--- src/sfsfe_pkg.sv ---
// Purpose: shared constants and types for the serial flash spi front end
// Assumes: mclk at 250 MHz samples the serial pins
// Notes: Function
// Function
// [RL1] deselect: standby, serial output released
// [RL2] ignore serial input while deselected
// [RL3] select falls starts, rises ends operation
// [RL4] no standby until internal cycle finishes
// [RL5] sample input on serial clock rise
// [RL6] change output only on serial clock fall
// [RL7] accept mode 0 and mode 3
// [RL8] array of 32768 pages, 256/264 bytes
// [RL9] page size defaults to 264 bytes
// [RL10] two page buffers, fill during program
// [RL11] program and erase self-timed
// [RL12] opcode byte first, then address bytes
// [RL13] all fields most significant bit first
// [RL14] host sends three address bytes
// [RL15] counters cleared on select fall
// [RL16] select rise drops partial command
package sfsfe_pkg;
   localparam int unsigned sfsfe_pages = 32768;
   localparam int unsigned sfsfe_page_big = 264;
   localparam int unsigned sfsfe_page_small = 256;
   localparam int unsigned sfsfe_addr_bytes = 3;
   localparam logic [3:0] sfsfe_hdr_bytes = 4'h4;
   localparam logic [2:0] sfsfe_bit_last = 3'h7;
   localparam int unsigned sfsfe_fifo_depth = 8;
   localparam int unsigned sfsfe_byte_w = 8;
   localparam int unsigned sfsfe_mclk_mhz = 250;
   // internal program time, us; kept short here, a parameter of the top
   localparam int unsigned sfsfe_prog_us = 4000;
   localparam int unsigned sfsfe_prog_cycles = sfsfe_prog_us * sfsfe_mclk_mhz;
   typedef enum logic [1:0] {sfsfe_st_idle, sfsfe_st_op, sfsfe_st_hdr_done} sfsfe_ph_t;
endpackage

--- src/sfsfe_fifo.sv ---
// Purpose: small valid/ready buffer for received data bytes
// Assumes: single clock, depth a power of two
// Notes: full and empty are exact; a full buffer drops in_ready and ignores the write
`timescale 1ns/1ps
module sfsfe_fifo #(
   parameter int unsigned width = 8,
   parameter int unsigned depth = 8
) (
   // clock and reset
   input wire logic mclk,
   input wire logic rst_b,
   // write side
   input wire logic [width-1:0] in_data,
   input wire logic in_valid,
   output logic in_ready,
   // read side
   output logic [width-1:0] out_data,
   output logic out_valid,
   input wire logic out_ready
);
   localparam int unsigned aw = $clog2(depth);
   typedef struct packed
   {
      logic [aw:0] wp;
      logic [aw:0] rp;
   } sfsfe_fptr_t;
   sfsfe_fptr_t st_reg, st_next;
   logic [width-1:0] mem [depth];
   logic full, empty;
   assign empty = st_reg.wp == st_reg.rp;
   assign full = (st_reg.wp[aw-1:0] == st_reg.rp[aw-1:0]) && (st_reg.wp[aw] != st_reg.rp[aw]);
   assign in_ready = !full;
   assign out_valid = !empty;
   assign out_data = mem[st_reg.rp[aw-1:0]];
   always_comb
   begin
      st_next = st_reg;
      if (in_valid && !full)
      begin
         st_next.wp = st_reg.wp + 1'b1;
      end
      if (out_ready && !empty)
      begin
         st_next.rp = st_reg.rp + 1'b1;
      end
   end
   always_ff @(posedge mclk)
   begin
      if (in_valid && !full)
      begin
         mem[st_reg.wp[aw-1:0]] <= in_data;
      end
   end
   always_ff @(posedge mclk or negedge rst_b)
   begin
      if (!rst_b)
      begin
         st_reg <= '0;
      end
      else
      begin
         st_reg <= st_next;
      end
   end
endmodule // sfsfe_fifo

--- src/sfsfe_front.sv ---
// Purpose: spi slave front end of a serial flash: framing, shifting, standby
// Assumes: pins are asynchronous to mclk; serial clock well below mclk/4
// Notes: header bytes (opcode + address) go out as pulses, data bytes via fifo
`timescale 1ns/1ps
module sfsfe_front
   import sfsfe_pkg::*;
#(
   parameter int unsigned prog_cycles = sfsfe_prog_cycles
) (
   // clock and reset
   input wire logic mclk,
   input wire logic rst_b,
   // spi pins
   input wire logic cs_b,
   input wire logic sck,
   input wire logic si,
   output logic so_out,
   output logic so_oe,
   // configuration strap, low selects 256-byte pages
   input wire logic page_small_b,
   // header bytes to the command decoder
   output logic [7:0] hdr_byte,
   output logic [1:0] hdr_idx,
   output logic hdr_strobe,
   // data bytes to the page buffer
   output logic [7:0] wr_data,
   output logic wr_valid,
   input wire logic wr_ready,
   // read data from the core
   input wire logic [7:0] rd_byte,
   output logic rd_take,
   // internal cycle control
   input wire logic launch,
   output logic busy,
   output logic standby,
   output logic frame_end,
   output logic page_big
);
   typedef struct packed
   {
      logic [1:0] cs_s;
      logic [1:0] sck_s;
      logic [1:0] si_s;
      logic cs_d;
      logic sck_d;
      logic page_big;
      logic strap_done;
      logic [1:0] ps_s;
      logic [1:0] strap_age;
      sfsfe_ph_t ph;
      logic [2:0] bitc;
      logic [3:0] bytec;
      logic [7:0] sh;
      logic [7:0] osh;
      logic so_out;
      logic so_oe;
      logic [7:0] hdr_byte;
      logic [1:0] hdr_idx;
      logic hdr_strobe;
      logic [7:0] fdata;
      logic fvalid;
      logic rd_take;
      logic busy;
      logic [31:0] tmr;
      logic standby;
      logic frame_end;
      logic [7:0] wdata;
      logic wvalid;
   } sfsfe_fe_t;
   sfsfe_fe_t st_reg, st_next;
   logic f_ready;
   logic f_pop;
   logic f_wr_valid;
   logic [7:0] f_wr_data;
   sfsfe_fifo #(.width(sfsfe_byte_w), .depth(sfsfe_fifo_depth)) u_fifo (
      .mclk(mclk),
      .rst_b(rst_b),
      .in_data(st_reg.fdata),
      .in_valid(st_reg.fvalid),
      .in_ready(f_ready),
      .out_data(f_wr_data),
      .out_valid(f_wr_valid),
      .out_ready(f_pop)
   );
   always_comb
   begin
      logic sel, cs_fall, cs_rise, sck_rise, sck_fall;
      logic [7:0] nb;
      st_next = st_reg;
      st_next.cs_s = {st_reg.cs_s[0], cs_b};
      st_next.sck_s = {st_reg.sck_s[0], sck};
      st_next.si_s = {st_reg.si_s[0], si};
      st_next.cs_d = st_reg.cs_s[1];
      st_next.sck_d = st_reg.sck_s[1];
      sel = !st_reg.cs_s[1];
      cs_fall = st_reg.cs_d && !st_reg.cs_s[1];
      cs_rise = !st_reg.cs_d && st_reg.cs_s[1];
      // edges seen only while selected, so the idle level never matters
      sck_rise = sel && !st_reg.cs_d && !st_reg.sck_d && st_reg.sck_s[1]; // see [RL7]
      sck_fall = sel && !st_reg.cs_d && st_reg.sck_d && !st_reg.sck_s[1]; // see [RL7]
      nb = {st_reg.sh[6:0], st_reg.si_s[1]}; // see [RL13]
      st_next.hdr_strobe = 1'b0;
      st_next.rd_take = 1'b0;
      st_next.frame_end = 1'b0;
      st_next.ps_s = {st_reg.ps_s[0], page_small_b};
      // one-cycle offer: a byte that meets a full buffer is dropped, not held over
      st_next.fvalid = 1'b0;
      // registered output stage, so wr_data and wr_valid leave from flops
      if (wr_ready)
      begin
         st_next.wvalid = 1'b0;
      end
      if (f_wr_valid && f_pop)
      begin
         st_next.wvalid = 1'b1;
         st_next.wdata = f_wr_data; // see [RL10]
      end
      // strap caught once, after it has passed its synchroniser
      if (!st_reg.strap_done)
      begin
         st_next.strap_age = st_reg.strap_age + 2'h1;
         if (st_reg.strap_age[1])
         begin
            st_next.strap_done = 1'b1;
            st_next.page_big = st_reg.ps_s[1]; // see [RL9] [RL8]
         end
      end
      if (cs_fall)
      begin
         st_next.ph = sfsfe_st_op; // see [RL3]
         st_next.bitc = '0; // see [RL15]
         st_next.bytec = '0; // see [RL15]
         st_next.sh = '0;
         st_next.so_oe = 1'b1;
         st_next.standby = 1'b0;
      end
      if (sck_rise)
      begin
         st_next.sh = nb; // see [RL5] [RL2]
         st_next.bitc = st_reg.bitc + 3'h1;
         if (st_reg.bitc == sfsfe_bit_last)
         begin
            if (st_reg.bytec < sfsfe_hdr_bytes)
            begin
               // opcode at index 0, then three address bytes
               st_next.hdr_byte = nb; // see [RL12] [RL14]
               st_next.hdr_idx = st_reg.bytec[1:0];
               st_next.hdr_strobe = 1'b1;
               st_next.bytec = st_reg.bytec + 4'h1;
            end
            else
            begin
               // data continues to fill the buffer even while busy programming
               st_next.fdata = nb; // see [RL10]
               st_next.fvalid = 1'b1;
            end
         end
      end
      if (sck_fall)
      begin
         if (st_reg.bitc == '0)
         begin
            st_next.osh = {rd_byte[6:0], 1'b0};
            st_next.so_out = rd_byte[7]; // see [RL6] [RL13]
            st_next.rd_take = 1'b1;
         end
         else
         begin
            st_next.so_out = st_reg.osh[7]; // see [RL6]
            st_next.osh = {st_reg.osh[6:0], 1'b0};
         end
      end
      if (cs_rise || !sel)
      begin
         st_next.so_oe = 1'b0; // see [RL1]
         st_next.so_out = 1'b0;
      end
      if (cs_rise)
      begin
         // partial byte is dropped; decoder acts only if launch was given
         st_next.ph = sfsfe_st_idle; // see [RL16] [RL3]
         st_next.bitc = '0;
         st_next.frame_end = 1'b1;
      end
      if (launch && st_reg.ph != sfsfe_st_idle && !st_reg.busy)
      begin
         st_next.busy = 1'b1; // see [RL11]
         st_next.tmr = 32'(prog_cycles);
      end
      else if (st_reg.busy)
      begin
         if (st_reg.tmr <= 32'h1)
         begin
            st_next.busy = 1'b0;
         end
         st_next.tmr = st_reg.tmr - 32'h1; // see [RL11]
      end
      // standby deferred behind a running internal cycle
      st_next.standby = !sel && !st_next.busy && st_reg.ph == sfsfe_st_idle; // see [RL4] [RL1]
      case (st_reg.ph)
         sfsfe_st_idle: st_next.bytec = st_next.bytec;
         sfsfe_st_op: if (st_reg.bytec == sfsfe_hdr_bytes) st_next.ph = sfsfe_st_hdr_done;
         sfsfe_st_hdr_done: st_next.ph = st_next.ph;
         default: st_next.ph = sfsfe_st_idle;
      endcase
      if (cs_rise)
      begin
         st_next.ph = sfsfe_st_idle;
      end
   end
   always_ff @(posedge mclk or negedge rst_b)
   begin
      if (!rst_b)
      begin
         st_reg <= '{cs_s: 2'h3, cs_d: 1'b1, page_big: 1'b1, ps_s: 2'h3, ph: sfsfe_st_idle, standby: 1'b1,
            default: '0};
      end
      else
      begin
         st_reg <= st_next;
      end
   end
   assign so_out = st_reg.so_out;
   assign so_oe = st_reg.so_oe;
   assign hdr_byte = st_reg.hdr_byte;
   assign hdr_idx = st_reg.hdr_idx;
   assign hdr_strobe = st_reg.hdr_strobe;
   assign wr_data = st_reg.wdata;
   assign wr_valid = st_reg.wvalid;
   // the fifo drains whenever the output register is empty or being taken
   assign f_pop = !st_reg.wvalid || wr_ready;
   assign rd_take = st_reg.rd_take;
   assign busy = st_reg.busy;
   assign standby = st_reg.standby;
   assign frame_end = st_reg.frame_end;
   assign page_big = st_reg.page_big;
endmodule // sfsfe_front

--- config.mk ---
export PLATFORM = sky130hd
export DESIGN_NAME = sfsfe_front
export DESIGN_NICKNAME = d
export VERILOG_FILES = /design/src/sfsfe_pkg.sv /design/src/sfsfe_fifo.sv /design/src/sfsfe_front.sv
export SDC_FILE = /design/constraint.sdc
export NUM_CORES = 1
export LEC_CHECK = 0
export ABC_AREA = 1
export ABC_CLOCK_PERIOD_IN_PS = 1900
export BUFFER_PORTS_ARGS = -buffer_cell sky130_fd_sc_hd__buf_2
export CORE_ASPECT_RATIO = 1.1
export CORE_MARGIN = 2
export CORE_UTILIZATION = 53
export DETAILED_ROUTE_END_ITERATION = 6
export HOLD_SLACK_MARGIN = 0.12
export PLACE_DENSITY = 0.78
export SYNTH_ARGS = -nofsm -noshare
export SYNTH_HDL_FRONTEND = slang
export SYNTH_SLANG_ARGS = --single-unit
--- constraint.sdc ---
create_clock -name mclk -period 1.9 [get_ports mclk]
set_input_delay 0.095 -clock mclk [delete_from_list [all_inputs] [get_ports mclk]]
set_output_delay 0.095 -clock mclk [all_outputs]
set_load 0.05 [all_outputs]
==> impl_metrics.py <==
metrics = {
    "timing": {
        "maxSlewViolCount": 0,
        "tightest_slew_ns": 0.800,
        "fin_ws_ns": 0.118,
        "timing.hold.ws_ns": 0.206,
        "rsz0062_at_grt": "yes",
        "setup_violations": 0,
        "final.setup_skew_ns": 0.00872,
        "hold_viol_final": 0,
        "relSlewSlack_pct": 46.6,
        "fin_crit_ns": 1.78,
        "fin_crit_sh_pct": 93.8,
        "clock.fmax_ghz": 0.561,
    },
    "yosys": {
        "synth_cells": 862,
        "yosysMostFrequentCell": "nand2_1",
        "synth_area_per_cell_um2": 9.24,
        "syn_nets": 890,
        "async_reset_ff_share_pct": 63.6,
        "ys_seq_area_share_pct": 59.4,
        "ys_seq_elements": 176,
        "synthTopCellsByArea": "dfrtp_1 (33%), edfxtp_1 (24%), nand2_1 (10%), nor2_1 (6.7%), o21ai_0 (4.8%)",
        "synth-main-ff-cell": "dfrtp_1",
        "yosysUniqueCellTypes": 41,
        "synth_top_area_share_pct": 33.0,
        "synthesis.area_um2": 7970,
        "synth_edf_count": 64,
        "synth_commonest_cells": "nand2_1 (212), nor2_1 (143), dfrtp_1 (105), inv_1 (87), o21ai_0 (76)",
        "yosysTopAreaCell": "dfrtp_1",
        "yosysWarningCount": 0,
    },
    "floorplanning": {
        "core_um2": 14900,
        "num_io_pins": 43,
        "die_area_um2": 16000,
        "start_util_pct": 53.6,
        "fp.dieW_um": 121,
        "rows": 47,
        "dieHeight_um": 133,
    },
    "power": {
        "power.total_w": 0.0110,
        "p_int_w": 0.00713,
        "switching_power_w": 0.00390,
        "max-vdd-ir-drop_v": 0.000723,
        "power_density_nw_per_um2": 1230,
        "p_sw_share_pct": 35.4,
        "pwr-share-clk_pct": 29.5,
        "power_frac_comb_pct": 27.4,
        "p_leak_nw": 3.96,
        "seqPwrFrac_pct": 43.1,
    },
    "worst_setup_path": {
        "ff2ff_setup_slack_ns": 0.12,
        "cp-endpoint": "wr_data[1]",
        "endpoint_kind": "register",
        "cp-start-kind": "register",
        "critPathRequiredTime_ns": 2.27,
        "r2r_start": "u_fifo.st_reg[0]",
        "critPathSlowestCell": "inv_1",
        "path_cells": "inv_1 > o21ai_0 > nand2_1 > nand2_1 > nand2_1 > nand2_1 > nand2_1",
        "worstPathArrival_ns": 2.15,
        "timing.rr.end": "wr_data[1]",
        "cp-startpoint": "u_fifo.st_reg[0]",
        "r2r_cells": 7,
        "cpMostUsedCell": "nand2_1",
        "critical_path.max_stage_delay_ns": 0.62,
        "crit_type": "register to register",
        "cp_max_fo": 33,
    },
    "grt": {
        "grt-ovfl-total": 0,
        "antenna_found_initial": 0,
        "grt_pass1_wl_um": 26900,
        "grt_pass1_vias": 5603,
        "grt_max_degree": 113,
        "grtUsageTotal_pct": 21.3,
    },
    "clock_tree": {
        "cts_made_buffers": 17,
        "cts.clk_slew.worst_paths_ns": 0.06,
        "cts.path.max_buffers": 2,
        "clk-insertion-delay-late_ns": 0.43,
        "cts-root-buf": "clkbuf_16",
        "cts_tree": "done",
        "clock_sinks": 176,
        "htree_levels": 4,
    },
    "cells_and_area": {
        "nFillCells": 1214,
        "largest_reg_flops": 71,
        "finalNetCount": 944,
        "antennaDiodeCount": 0,
        "areaGrowthSynthToFinish_pct": 12.9,
        "layout-drive-gt1-share_pct": 13.3,
        "final_util_pct": 60.4,
        "fin_area_um2": 8990,
    },
    "route": {
        "first_iter_violations": 459,
        "via_per_inst": 5.17,
        "wire_per_inst_um": 14.0,
        "vias": 5816,
        "wirelength_um": 15800,
        "drcViolationCount": 0,
        "drt-pass1-iter-count": 5,
        "postRouteAntennaNets": 0,
    },
    "hold_path": {
        "worstHoldPathType": "input pin to async pin",
    },
    "placed_design": {
        "port_buffers": 42,
        "place_ws_ns": 0.131,
        "dpl-instance-area_um2": 8280,
        "gp_congestion": 0.877,
        "dpl.hpwl_um": 10500,
    },
    "run_status": {
        "status": "finished clean",
    },
    "flow_run": {
        "maxCapViolCount": 0,
    },
}
-- layout by cell type, fill, tap and decap left out, types with 3 or more instances in the layout --
cell	Yosys	final
ha_1	12	12
nand4_1	7	7
inv_2	4	5
nand3_1	38	38
dfrtp_1	105	105
clkbuf_1	0	3
clkinv_2	0	4
edfxtp_1	64	64
o21ai_2	9	9
o22ai_1	7	7
dlygate4sd3_1	0	15
inv_6	0	4
dfstp_2	7	7
clkbuf_16	0	17
xnor2_1	6	6
buf_2	8	41
nor2_1	143	143
nor3_1	4	4
inv_1	87	86
buf_4	25	17
nand2_1	212	212
o21ai_0	76	76
a21oi_1	3	3
nand2_2	4	4
a31oi_1	7	7
-- cell families after synthesis --
kind of cell | count (synthesis) | share of synthesized area, %
buf+inv | 131 | 7.80
simple gates | 425 | 22.1
xor+xnor | 9 | 1.08
fa+ha+maj | 12 | 1.88
compound gates | 108 | 7.55
mux | 1 | 0.141
flops | 176 | 59.4
-- power by group through the flow --
stage | Combinational, W | Sequential (W) | Clock (W)
floorplan | 0.00248 | 0.00474 | 0
global placement | 0.00291 | 0.00480 | 0
detailed placement | 0.00295 | 0.00481 | 0
CTS | 0.00301 | 0.00475 | 0.00332
global route | 0.00348 | 0.00481 | 0.00345
finish | 0.00302 | 0.00476 | 0.00326
-- stage by stage --
step / setup TNS, ns / cells
floorplan: -0.983 / 862
global placement: 0 / 1076
detailed placement: 0 / 1076
CTS: 0 / 1123
global route: -0.0878 / 1125
finish: 0 / 1125
-- area by class of cell --
| cell class | count | area (µm²) | area share (%) |
|---|---|---|---|
| sequential | 176 | 4730 | 52.6 |
| multi-input combinational | 556 | 2630 | 29.2 |
| timing repair buffer | 74 | 503 | 5.59 |
| clock buffer | 20 | 437 | 4.86 |
| inverter | 91 | 342 | 3.80 |
| tap | 196 | 245 | 2.73 |
| clock inverter | 12 | 106 | 1.18 |
-- worst max-delay path: cells and delay by family (launching register included) --
| kind | cells | cell delay (ns) |
|---|---|---|
| buf+inv | 1 | 0.62 |
| flops | 1 | 0.45 |
| simple gates | 5 | 0.36 |
| compound gates | 1 | 0.28 |
-- worst min-delay path by stage --
| stage | end | slack [ns] |
|---|---|---|
| floorplan | busy | -0.20 |
| global placement | st_next[105] | 0.20 |
| detailed placement | st_next[105] | 0.20 |
| CTS | st_next[103] | 0.28 |
| global route | wr_data[7] | 0.29 |
| finish | wr_data[4] | 0.21 |
-- per-layer routing --
layer  routed length [µm]  vias up  part of all wire [%]  track usage [%]
met4                  408        0                   2.6             9.30
met3                  762       31                   4.8             4.22
met2                 7770      162                    49             35.2
met5                    0        -                     0                0
li1                     -     2867                     -                -
met1                 6860     2756                    43             27.2
-- repair_timing --
| action | in CTS | in global routing |
|---|---|---|
| hold endpoints to repair | 122 | 0 |
| hold buffers | 15 | 0 |
| setup buffers | 0 | 1 |
| resized for setup | 0 | 2 |
| setup endpoints to repair | 0 | 14 |
(Power assumes the default switching activity.)
